File: src/pinmux_pkg.sv
// package for the pin function and sink drive selection block
// assumes one 25 MHz clock and a byte-wide register port
package pinmux_pkg;
   // =====================================================
   // register indices on the port
   localparam int          NUM_REGS   = 12;
   localparam logic [3:0]  OFS_A_SINK = 4'h0;
   localparam logic [3:0]  OFS_C_SINK = 4'h1;
   localparam logic [3:0]  OFS_D_SINK = 4'h2;
   localparam logic [3:0]  OFS_A_SEL0 = 4'h3;
   localparam logic [3:0]  OFS_A_SEL1 = 4'h4;
   localparam logic [3:0]  OFS_B_SEL0 = 4'h5;
   localparam logic [3:0]  OFS_B_SEL1 = 4'h6;
   localparam logic [3:0]  OFS_C_SEL0 = 4'h7;
   localparam logic [3:0]  OFS_C_SEL1 = 4'h8;
   localparam logic [3:0]  OFS_D_SEL  = 4'h9;
   localparam logic [3:0]  OFS_IN_SER = 4'hA;
   localparam logic [3:0]  OFS_IN_TMR = 4'hB;
   // =====================================================
   // implemented bits and reset value
   localparam logic [7:0]  MASK_A_SINK = 8'h9F;
   localparam logic [7:0]  MASK_D_SINK = 8'h0F;
   localparam logic [7:0]  MASK_A_SEL1 = 8'hC3;
   localparam logic [7:0]  MASK_IN_TMR = 8'h0F;
   localparam logic [7:0]  MASK_FULL   = 8'hFF;
   localparam logic [7:0]  RESET_VAL   = 8'h00;
   // =====================================================
   // field positions (index of the two-bit field)
   localparam int          FLD_A3 = 3;
   localparam int          FLD_A2 = 2;
   localparam int          FLD_A1 = 1;
   localparam int          FLD_A0 = 0;
   localparam int          FLD_A7 = 3;
   localparam int          FLD_A4 = 0;
   localparam int          FLD_RX = 0;
   localparam int          FLD_SCK = 1;
   localparam int          FLD_SDI = 2;
   localparam int          FLD_SCS = 3;
   localparam int          FLD_PTCK = 1;
   // =====================================================
   // field codes
   typedef enum logic [1:0] {
      SEL_00 = 2'h0,
      SEL_01 = 2'h1,
      SEL_10 = 2'h2,
      SEL_11 = 2'h3
   } sel_t;
   // =====================================================
   // peripheral drive toward the pins
   typedef struct packed {
      logic sdo;
      logic sdo_oe;
      logic sck;
      logic sck_oe;
      logic serial_chip_select;
      logic scs_oe;
      logic sda;
      logic sda_oe;
      logic tx;
      logic tx_oe;
   } periph_drv_t;
   // peripheral inputs picked from the pins
   typedef struct packed {
      logic uart_rx;
      logic sck;
      logic sdi;
      logic serial_chip_select;
      logic periodic_timer0_ext_clock;
   } periph_in_t;
endpackage : pinmux_pkg

File: src/pin_function_and_sink_select.sv
// pin function routing and sink drive selection, registers on a byte port
// assumes gpio and peripheral signals on ref_clk_in, pins asynchronous
`timescale 1ns/10ps
`default_nettype none
module pin_function_and_sink_select #(
   parameter int ADDR_W = 4
) (
   input  wire logic                    ref_clk_in,
   input  wire logic                    nrst_in,
   input  wire logic [ADDR_W-1:0]       addr_in,
   input  wire logic [7:0]              wdata_in,
   input  wire logic                    wr_in,
   input  wire logic                    rd_in,
   output logic      [7:0]              rdata_out,
   input  wire logic [7:0]              pa_gpio_in,
   input  wire logic [7:0]              pa_dir_in,
   input  wire pinmux_pkg::periph_drv_t periph_in,
   input  wire logic [7:0]              pa_pin_in,
   input  wire logic [7:0]              pc_pin_in,
   input  wire logic [3:0]              pd_pin_in,
   output logic      [7:0]              pa_pin_out,
   output logic      [7:0]              pa_pin_oe_out,
   output logic      [7:0]              pa_analog_out,
   output logic      [3:0]              pb_touch_out,
   output logic      [7:0]              pa_sink_out,
   output logic      [7:0]              pc_sink_out,
   output logic      [3:0]              pd_sink_out,
   output logic      [7:0]              pc_sel_out,
   output logic      [15:0]             pcd_sel_out,
   output pinmux_pkg::periph_in_t       periph_out
);
   import pinmux_pkg::*;

   // index decode reads addr_in[3:0], so narrower buses cannot work
   if (ADDR_W < 4) begin : g_addr_w_check
      $error("ADDR_W must cover twelve registers");
   end

   // =====================================================
   // state
   typedef struct packed {
      logic [NUM_REGS-1:0][7:0] regs;
      logic [7:0]               rdata;
      logic [7:0]               a_s1, a_s2, c_s1, c_s2;
      logic [3:0]               d_s1, d_s2;
      logic [7:0]               pa_o, pa_oe, pa_an;
      logic [3:0]               pb_key;
      periph_in_t               pin;
   } state_t;

   state_t s_q, s_d;

   // =====================================================
   // helpers
   function automatic logic [7:0] wmask(input logic [3:0] idx);
      unique case (idx)
         OFS_A_SINK: wmask = MASK_A_SINK;
         OFS_D_SINK: wmask = MASK_D_SINK;
         OFS_A_SEL1: wmask = MASK_A_SEL1;
         OFS_IN_TMR: wmask = MASK_IN_TMR;
         default:    wmask = MASK_FULL;
      endcase
   endfunction : wmask

   function automatic sel_t fld(input logic [7:0] r, input int i);
      fld = sel_t'(r[2*i +: 2]);
   endfunction : fld

   logic       hit;
   logic [3:0] idx;
   assign idx = addr_in[3:0];
   assign hit = (addr_in < ADDR_W'(NUM_REGS));

   // =====================================================
   // next state
   always_comb begin
      logic [7:0] a0, a1, b0, i0, i1;
      {a0, a1, b0, i0, i1} = '0;
      s_d = s_q;
      // register port, unmapped writes ignored and reads zero
      if (wr_in && hit) begin
         s_d.regs[idx] = wdata_in & wmask(idx);
      end
      s_d.rdata = (rd_in && hit) ? s_q.regs[idx] : 8'h00;
      // pin inputs double synchronised before use
      s_d.a_s1 = pa_pin_in;
      s_d.a_s2 = s_q.a_s1;
      s_d.c_s1 = pc_pin_in;
      s_d.c_s2 = s_q.c_s1;
      s_d.d_s1 = pd_pin_in;
      s_d.d_s2 = s_q.d_s1;
      // routing decodes from the new field values so the pad stage
      // shows a write one cycle after it
      a0 = s_d.regs[OFS_A_SEL0];
      a1 = s_d.regs[OFS_A_SEL1];
      b0 = s_d.regs[OFS_B_SEL0];
      i0 = s_d.regs[OFS_IN_SER];
      i1 = s_d.regs[OFS_IN_TMR];
      // gpio default: direction 1 means input
      s_d.pa_o  = pa_gpio_in;
      s_d.pa_oe = ~pa_dir_in;
      s_d.pa_an = 8'h00;
      unique case (fld(a0, FLD_A3))
         SEL_01: {s_d.pa_o[3], s_d.pa_oe[3]} = {periph_in.sda, periph_in.sda_oe};
         SEL_10: {s_d.pa_o[3], s_d.pa_oe[3]} = {periph_in.tx, periph_in.tx_oe};
         SEL_11: {s_d.pa_oe[3], s_d.pa_an[3]} = 2'b01;
         SEL_00: ;
      endcase
      if (fld(a0, FLD_A2) == SEL_01) begin
         {s_d.pa_o[2], s_d.pa_oe[2]} = {periph_in.serial_chip_select, periph_in.scs_oe};
      end
      unique case (fld(a0, FLD_A1))
         SEL_01: {s_d.pa_o[1], s_d.pa_oe[1]} = {periph_in.sda, periph_in.sda_oe};
         SEL_10: {s_d.pa_o[1], s_d.pa_oe[1]} = {periph_in.tx, periph_in.tx_oe};
         SEL_11: {s_d.pa_oe[1], s_d.pa_an[1]} = 2'b01;
         SEL_00: ;
      endcase
      // other codes keep gpio plus the timer clock input path
      if (fld(a0, FLD_A0) == SEL_01) begin
         {s_d.pa_o[0], s_d.pa_oe[0]} = {periph_in.sdo, periph_in.sdo_oe};
      end
      unique case (fld(a1, FLD_A7))
         SEL_01: {s_d.pa_o[7], s_d.pa_oe[7]} = {periph_in.sck, periph_in.sck_oe};
         SEL_10: {s_d.pa_o[7], s_d.pa_oe[7]} = {periph_in.tx, periph_in.tx_oe};
         SEL_00, SEL_11: ;
      endcase
      unique case (fld(a1, FLD_A4))
         SEL_01: {s_d.pa_o[4], s_d.pa_oe[4]} = {periph_in.sck, periph_in.sck_oe};
         SEL_10: {s_d.pa_o[4], s_d.pa_oe[4]} = {periph_in.tx, periph_in.tx_oe};
         SEL_11: {s_d.pa_oe[4], s_d.pa_an[4]} = 2'b01;
         SEL_00: ;
      endcase
      for (int k = 0; k < 4; k++) begin
         s_d.pb_key[k] = (fld(b0, k) == SEL_01);
      end
      // input source selection
      unique case (fld(i0, FLD_RX))
         SEL_01:         s_d.pin.uart_rx = s_q.d_s2[0];
         SEL_10:         s_d.pin.uart_rx = s_q.a_s2[4];
         SEL_00, SEL_11: s_d.pin.uart_rx = s_q.a_s2[3];
      endcase
      s_d.pin.sck = (fld(i0, FLD_SCK) == SEL_01) ?
                    s_q.a_s2[4] : s_q.a_s2[7];
      s_d.pin.sdi = (fld(i0, FLD_SDI) == SEL_01) ?
                    s_q.a_s2[1] : s_q.a_s2[3];
      s_d.pin.serial_chip_select = (fld(i0, FLD_SCS) == SEL_01) ?
                    s_q.c_s2[4] : s_q.a_s2[2];
      s_d.pin.periodic_timer0_ext_clock = (fld(i1, FLD_PTCK) == SEL_01) ?
                      s_q.c_s2[2] : s_q.a_s2[0];
   end

   // =====================================================
   // registers
   always_ff @(posedge ref_clk_in or negedge nrst_in) begin
      if (!nrst_in) begin
         s_q <= '0;
      end else begin
         s_q <= s_d;
      end
   end

   // =====================================================
   // outputs, all from flip-flops
   assign rdata_out     = s_q.rdata;
   assign pa_pin_out    = s_q.pa_o;
   assign pa_pin_oe_out = s_q.pa_oe;
   assign pa_analog_out = s_q.pa_an;
   assign pb_touch_out  = s_q.pb_key;
   assign pa_sink_out   = s_q.regs[OFS_A_SINK];
   assign pc_sink_out   = s_q.regs[OFS_C_SINK];
   assign pd_sink_out   = s_q.regs[OFS_D_SINK][3:0];
   assign pc_sel_out    = s_q.regs[OFS_B_SEL1];
   assign pcd_sel_out   = {s_q.regs[OFS_C_SEL1], s_q.regs[OFS_C_SEL0]};
   assign periph_out    = s_q.pin;
endmodule : pin_function_and_sink_select
`default_nettype wire

File: config.mk
export PLATFORM = sky130hd
export DESIGN_NAME = pin_function_and_sink_select
export DESIGN_NICKNAME = d
export VERILOG_FILES = /design/src/pinmux_pkg.sv /design/src/pin_function_and_sink_select.sv
export SDC_FILE = /design/constraint.sdc
export NUM_CORES = 1
export LEC_CHECK = 0
export BUFFER_PORTS_ARGS = -buffer_cell sky130_fd_sc_hd__buf_2
export CORE_AREA = 2 2 147 149
export CTS_BUF_LIST = sky130_fd_sc_hd__clkbuf_4 sky130_fd_sc_hd__clkbuf_8
export CTS_CLUSTER_DIAMETER = 150
export DETAILED_ROUTE_END_ITERATION = 8
export DIE_AREA = 0 0 149 151
export PLACE_DENSITY = 0.6
export REMOVE_ABC_BUFFERS = 1
export SLEW_MARGIN = 20
export SYNTH_ARGS = -nofsm -noshare
export SYNTH_HDL_FRONTEND = slang
export SYNTH_SLANG_ARGS = --single-unit
File: constraint.sdc
create_clock -name ref_clk_in -period 1.6 [get_ports ref_clk_in]
set_clock_uncertainty 0.05 [all_clocks]
set_input_delay 0.16 -clock ref_clk_in [delete_from_list [all_inputs] [get_ports ref_clk_in]]
set_output_delay 0.16 -clock ref_clk_in [all_outputs]
set_load 0.1 [all_outputs]
Yosys cells after proc, flatten, opt, wreduce, memory -nomap -nowiden. Index checks and enable logic that the tools add are counted.

Output and inout bits: 85. Register bits after elaboration: 160. Input bits: 62. Logic and storage cells: 98.

Multiplexer cells: 29. Equality and inequality tests: 27. $lt $le $gt $ge: 3. Bitwise logic cells: 2. Reduce and logical (&&, ||, !) cells: 7.

Operator list (number): bitwise mux 96 bit (1); two-way mux 92 bit (1); binary-select mux 8 bit (select 4 bit) (1); demux 8 bit (select 4 bit) (1); two-way mux 8 bit (4); equality test 2 x 1 -> 1 bit (second input constant) (15); case mux 8 bit (3 select lines) (1); equality test 2 bit (second input constant) (9); case mux 1 bit (3 select lines) (4); two-way mux 1 bit (11); case mux 1 bit (2 select lines) (5); AND 8 bit (1); inverter 8 bit (1); < comparator 4 x 5 -> 1 bit (second input constant) (1); equality test 4 x 2 -> 1 bit (second input constant) (1); equality test 4 x 3 -> 1 bit (second input constant) (1); equality test 4 bit (second input constant) (1); >= comparator 4 x 1 -> 1 bit (second input constant) (1); logical NOT 4 bit (1); < comparator 4 bit (second input constant) (1); OR reduction 2 bit (2); logical AND 1 bit (3); logical NOT 2 bit (1).

Longest topological paths before layout. Gate-level depths: netlist of run 1.

Depth after elaboration: 10. Depth in mapped cells: 9. Depth with buffers taken out: 7.

Worst setup path before layout of run 1. No wires, ideal clock.

Path kind: input -> register. Start: input port addr_in[3]. End: register s_q, in the netlist pa_pin_oe_out[3]. Data arrival time: 1856 ps. Setup time: 130 ps. Stages on the path: 8. Data required time: 1420 ps. Setup slack: -437 ps. Path through: buf_2 > or2_2 > and2_1 > o21ai_0 > o21ai_0 > ha_1 > a221oi_1 > a21oi_1.

RTL lines: start: declaration (RTL line pin_function_and_sink_select.sv:10) `input wire logic [ADDR_W-1:0] addr_in,`; end signal: assignment (RTL line pin_function_and_sink_select.sv:156) `s_q <= '0;`; end signal: assignment (RTL line pin_function_and_sink_select.sv:158) `s_q <= s_d;`; end: declaration (RTL line pin_function_and_sink_select.sv:51) `state_t s_q, s_d;`.

Final worst setup path of run 1.
Start: register s_q, in the netlist pcd_sel_out[11]. End: output port pcd_sel_out[11].

RTL lines: end: declaration (RTL line pin_function_and_sink_select.sv:29) `output logic [15:0] pcd_sel_out,`.

No word-level cell between the ends.

==> flow_summary_export.csv, run 1 <==
group,metric,value,unit
power_and_ir_drop,leakage,0.004300,uW
global_routing,use_met2,27.42,%
power_and_ir_drop,cell_pwr_density,1518,nW/um2
worst_setup_path,crit_type,"reg -> out",
worst_setup_path,cp_num_buf_inv,1,
drt,wl,18280,um
floorplan,rows,53,
logic_synthesis,dominantRegCellSynth,"dfrtp_1",
clocking,worst_skew_pair.late_latency,0.45,ns
global_routing,grt_first_pass_wirelength,28630,um
finish,finalNonFillerCells,1042,
global_routing,grt_antenna_before_repair,2,
logic_synthesis,fraction_of_the_yosys_area_taken_by_sequential_cells,52.28,%
logic_synthesis,synth_top_area_share,52.28,%
floorplan,die_y,151,um
worst_setup_path,critical_path.startpoint_type,"flip-flop",
global_routing,grt_max_degree,46,
drt,route.detailed.drc,0,
placed_design,place_congestion,0.7916,
floorplan,floorplan.initialDensity,34.48,%
clocking,clock_sinks,150,
drt,detailroute.via_count,4777,
logic_synthesis,yosysWarnings,0,
power_and_ir_drop,finalPower,13470,uW
timing,finalHoldViolCount,0,
timing,fmax,650.7,MHz
drt,detail_route.wl_per_cell,17.55,um
logic_synthesis,postSynthCellCount,596,
worst_setup_path,timing.critical_path.slowest_cell_delay,0.46,ns
global_routing,busiest_layer,"met2",
timing,final.min_clock_period,1.537,ns
timing,report.final.setup_viol,0,
drt,number_of_routed_nets_with_antenna_violations,0,
worst_setup_path,critPathArrivalTime,1.33,ns
finish,nNetsFinal,830,
drt,detailedRoute.firstPassIterationCount,4,
drt,detail_route.iter0.violations,279,
power_and_ir_drop,peakVddDrop,1271,uV
worst_setup_path,crit_path_max_delay_cell_type,"buf_2",
worst_setup_path,crit_path_cell_chain,"buf_2",
worst_hold_path,min_delay_path_class,"in -> reg",
worst_setup_path,timing.critical_path.to_type,"primary output",
logic_synthesis,synth.lib_cells_used.distinct,46,
finish,multi_input_gate_area_in_the_final_layout,2616,um2
clocking,tritoncts.num_buffers,17,
clocking,clk_path_buf_depth,2,
clocking,clock_tree_from_tritoncts,"built",
floorplan,width_of_the_die,149,um
finish,ff_latch_area,3754,um2
global_routing,gr-total-overflow,0,
logic_synthesis,synth_top_cells_by_area,"dfrtp_1 52%, buf_4 9.4%, mux2_2 8.2%, mux4_2 5.0%, mux2i_1 3.2%",
logic_synthesis,synthesis.area_per_instance,12.05,um2
logic_synthesis,yosys_register_bits,150,
global_routing,grt_pass1_vias,5008,
worst_setup_path,cp_top_family,"buffers and inverters",
clocking,postCtsSetupBuffers,0,
timing,rsz0062_at_grt,"no",
logic_synthesis,synth_async_sr_flop_share,100.0,%
floorplan,design.portCount,147,
placed_design,place.port_buffers,130,
timing,period_utilization,96.04,%
global_routing,gr-usage-met1,22.92,%
flow_run,number_of_maximum_capacitance_constraint_violations,0,
logic_synthesis,mappedNetlistArea,7179,um2
worst_setup_path,rr_startpoint,"s_q[106]",
global_routing,grt.total_usage,17.09,%
logic_synthesis,synth_enable_flop_cells,0,
worst_hold_path,min_from,"wdata_in[1]",
finish,postLayoutCoreUtil,42.62,%
run_status,result_of_the_run,"finished, final reports clean",
floorplan,placeableCoreArea,20820,um2
finish,layout-area-overhead-vs-synth,23.60,%
finish,post-route-cell-area,8874,um2
global_routing,grt.met3_usage,4.337,%
worst_setup_path,cp_max_fo,3,
timing,worst_hold_slack_across_all_endpoints,0.03544,ns
clocking,clockRootBuffer,"clkbuf_8",
placed_design,dp_hpwl,13520,um
clocking,cts.clk_slew.worst_paths,0.08,ns
drt,drt-vias-per-instance,4.584,
timing,worst_slew_pin_slew,0.5311,ns
timing,worst_slew_margin_rel,64.84,%
worst_setup_path,timing.critical_path.required,1.39,ns
placed_design,postPlaceCellArea,8036,um2
finish,share_of_cells_above_drive_strength_1,41.70,%
placed_design,dp_cells,971,
worst_setup_path,setup.worst_path.start,"pcd_sel_out[11]",
clocking,h-tree-depth,4,
timing,slew_violations,0,
finish,nFillCells,2029,
logic_synthesis,synthDominantAreaCellType,"dfrtp_1",
floorplan,die_outline_area,22500,um2
==> synth_stat cells, types with 8 or more instances <==
library cell,n
and2_1,15
buf_4,90
clkbuf_1,11
dfrtp_1,150
ha_1,16
inv_1,21
mux2_2,52
mux2i_1,23
mux4_2,16
nand2_1,54
nor2b_1,12
o2111ai_1,8
o21ai_0,43
==> layout make-up <==
cell class | count | share of cell area, %
Antenna cell | 2 | 0.05640
Clock buffer | 20 | 2.891
Clock inverter | 12 | 2.016
Inverter | 21 | 0.8883
Multi-Input combinational cell | 319 | 29.48
Sequential cell | 150 | 42.30
Tap cell | 275 | 3.878
Timing Repair Buffer | 243 | 18.49
==> layout by cell type, fill, tap and decap left out, drive strengths merged, types with 21 or more instances in the layout <==
cell,n
buf,205
dfrtp,150
mux2,56
nand2,54
o21ai,44
dlygate4sd3,37
mux2i,25
inv,21
clkbuf,21
==> cell families after synthesis <==
kind of cell / share of synthesized area (%)
adders and majority gates: 2.788
xor gates and xnor gates: 0.2440
other: 0.05223
buffers and inverters: 11.78
AOI/OAI and AO/OA: 7.233
muxes: 17.39
DFF: 52.28
and+or+nand+nor: 8.226
==> report_power, final <==
group          internal [uW]  total [uW]  switching [uW]
Sequential              4440        4830             386
Combinational           1280        5420            4140
Clock                   1750        3220            1470
==> layer usage <==
layer / part of all wire, % / vias to the layer above
met1: 44 / 2345
met4: 1.4 / 0
met3: 5.8 / 16
met2: 49 / 139
met5: 0 / -
li1: - / 2277
==> registers in the layout, indices dropped and copies added, names as in the netlist, 5 cells and up <==
signal,cells
periph_out,5
pc_sel_out,8
pcd_sel_out,16
pa_pin_oe_out,8
s_q,61
pa_sink_out,8
rdata_out,8
pa_pin_out,8
s_d,9
pc_sink_out,8
==> worst paths after layout <==
check                      cells past startpoint  slack, ns         endpoint
max in group asynchronous                      3       0.73          s_d[64]
min                                            2       0.04         s_q[122]
max                                            1       0.06  pcd_sel_out[11]
min reg2reg                                    0       0.30          s_q[61]
max reg2reg                                    3       0.08     rdata_out[1]
min in group asynchronous                      2       0.17         s_q[105]
==> timing repair <==
action	CTS	global route
gates resized for setup	1	5
cloned	0	0
setup endpoints to repair	1	7
hold buffers	37	0
hold endpoints to repair	149	0
==> stage by stage <==
| stage | setup WS (ns) | setup TNS (ns) |
|---|---|---|
| final | 0.06328 | 0 |
| after global routing | 0.004006 | 0 |
| after CTS | 0.001524 | 0 |
| after detailed placement | -0.4500 | -14.69 |
| after global placement | -0.3987 | -12.50 |
| after floorplan | -0.4132 | -2.698 |
No activity file was read; power rests on OpenSTA's default activity.
==> run 2: changes to the inputs <==
--- a/config.mk
+++ b/config.mk
@@ -11,7 +11,7 @@
 export CTS_CLUSTER_DIAMETER = 150
 export DETAILED_ROUTE_END_ITERATION = 8
 export DIE_AREA = 0 0 149 151
-export PLACE_DENSITY = 0.6
+export PLACE_DENSITY = 0.62
 export REMOVE_ABC_BUFFERS = 1
 export SLEW_MARGIN = 20
 export SYNTH_ARGS = -nofsm -noshare
==> constraint.sdc (replaced) <==
create_clock -name ref_clk_in -period 1.4 [get_ports ref_clk_in]
set_clock_uncertainty 0.05 [all_clocks]
set_input_delay 0.14 -clock ref_clk_in [delete_from_list [all_inputs] [get_ports ref_clk_in]]
set_output_delay 0.14 -clock ref_clk_in [all_outputs]
set_load 0.1 [all_outputs]
==> flow_summary_export.csv, run 2 (synthesis results as in run 1) <==
group,metric,value,unit
global_routing,grt_pass1_vias,5312,
floorplan,design.portCount,147,
finish,mostFrequentLayoutCells,"150 x dfrtp_1, 145 x buf_4, 52 x nand2_1, 50 x mux2_2, 48 x buf_2",
power_and_ir_drop,peakVddDrop,1331,uV
placed_design,postPlaceCellArea,8479,um2
clocking,cts.clk_slew.worst_paths,0.09,ns
drt,detail_route.iter0.violations,238,
global_routing,grt_first_pass_wirelength,29270,um
worst_hold_path,min_delay_path_class,"in -> reg",
clocking,clk_path_buf_depth,2,
floorplan,placeableCoreArea,20820,um2
global_routing,grt.total_usage,17.53,%
flow_run,number_of_maximum_capacitance_constraint_violations,0,
placed_design,place.port_buffers,130,
floorplan,width_of_the_die,149,um
worst_setup_path,timing.critical_path.to_type,"flip-flop",
timing,fmax,722.5,MHz
timing,slew_violations,0,
finish,most_common_library_cell_in_the_layout_ignoring_fill_and_taps,"dfrtp_1",
drt,drt-vias-per-instance,4.638,
finish,layout-area-overhead-vs-synth,39.13,%
drt,detailroute.via_count,5042,
worst_setup_path,timing.critical_path.required,1.71,ns
run_status,result_of_the_run,"finished, final reports clean",
finish,post-route-cell-area,9988,um2
floorplan,rows,53,
worst_setup_path,critPathArrivalTime,1.70,ns
finish,share_of_cells_above_drive_strength_1,48.58,%
floorplan,floorplan.initialDensity,34.48,%
placed_design,dp_hpwl,13840,um
finish,largest_register,"s_q",
power_and_ir_drop,leakage,0.004730,uW
global_routing,grt_antenna_before_repair,1,
finish,nNetsFinal,876,
worst_setup_path,critical_path.startpoint_type,"flip-flop",
drt,detail_route.wl_per_cell,17.40,um
timing,worst_slew_pin_slew,0.5392,ns
clocking,h-tree-depth,4,
clocking,tritoncts.num_buffers,17,
finish,largest_register_ff_count,61,
clocking,clockRootBuffer,"clkbuf_8",
power_and_ir_drop,cell_pwr_density,1670,nW/um2
timing,finalHoldViolCount,0,
timing,worst_slew_margin_rel,64.06,%
clocking,worst_skew_pair.late_latency,0.47,ns
floorplan,die_y,151,um
global_routing,gr-total-overflow,0,
drt,wl,18920,um
worst_setup_path,cp_max_fo,2,
timing,period_utilization,98.86,%
floorplan,die_outline_area,22500,um2
clocking,clock_tree_from_tritoncts,"built",
timing,rsz0062_at_grt,"yes",
worst_setup_path,crit_type,"reg -> reg",
global_routing,grt_max_degree,50,
drt,detailedRoute.firstPassIterationCount,4,
timing,report.final.setup_viol,0,
placed_design,place_congestion,0.8726,
timing,worst_hold_slack_across_all_endpoints,0.005113,ns
drt,route.detailed.drc,0,
timing,final.min_clock_period,1.384,ns
clocking,clock_sinks,150,
drt,number_of_routed_nets_with_antenna_violations,0,
run 2: critical path, stage by stage (launching register included):
cell and delay [ns]:
dfrtp_1 0.41, mux4_2 0.51, o2111ai_2 0.20, o21ai_2 0.10
run 2: final cells by class:
cell class                 instances  area, um2
antenna                            1      2.502
clock buffer                      18      247.7
multi-input combinational        319       2786
timing repair buffer             289       2586
fill                            1889      10830
sequential                       150       3754
tap                              275      344.1
clock inverter                    14      188.9
inverter                          21      78.83
run 2: final timing paths:
| check | from | to | slack [ns] | cells past startpoint |
|---|---|---|---|---|
| setup / recovery | pa_sink_out[2] | rdata_out[2] | 0.02 | 3 |
| hold / removal | wdata_in[0] | s_q[161] | 0.005 | 2 |
| setup reg to reg | pa_sink_out[2] | rdata_out[2] | 0.02 | 3 |
| hold reg to reg | s_d[45] | s_q[45] | 0.30 | 0 |
| max in group asynchronous | nrst_in | pc_sel_out[5] | 0.59 | 3 |
| min in group asynchronous | nrst_in | pc_sink_out[0] | 0.15 | 2 |
run 2: power by group:
part	switching [uW]	internal [uW]
Sequential	458	5080
Clock	1810	1870
Combinational	4990	2480
run 2: metal layers:
| layer | vias up | global-route usage, % | wire length [um] |
|---|---|---|---|
| met3 | 29 | 4.247 | 1016 |
| met4 | 0 | 7.238 | 371 |
| met5 | - | 0 | 0 |
| met2 | 138 | 29.33 | 9452 |
| li1 | 2382 | - | - |
| met1 | 2493 | 21.83 | 8076 |
run 2: what timing repair did:
| action | 4_1_cts | 5_1_grt |
|---|---|---|
| buffers inserted | 5 | 3 |
| endpoints found under the setup margin | 91 | 44 |
| hold endpoints to repair | 174 | 0 |
| gates resized for setup | 116 | 71 |
| pin swaps | 0 | 3 |
| hold buffers | 41 | 0 |
run 2: per-stage QoR:
| stage | setup slack, ns | cells | util (%) | total power (uW) | setup TNS (ns) |
|---|---|---|---|---|---|
| after floorplan | -0.5932 | 490 | - | 10240 | -7.345 |
| after detailed placement | -0.6137 | 1007 | 40.72 | 12150 | -28.58 |
| after CTS | 0.0003009 | 1085 | 46.54 | 16480 | 0 |
| after global placement | -0.5395 | 1007 | 40.72 | 12090 | -26.27 |
| after global routing | -0.1089 | 1086 | 47.96 | 17410 | -0.4395 |
| final | 0.01592 | 1087 | 47.97 | 16690 | 0 |
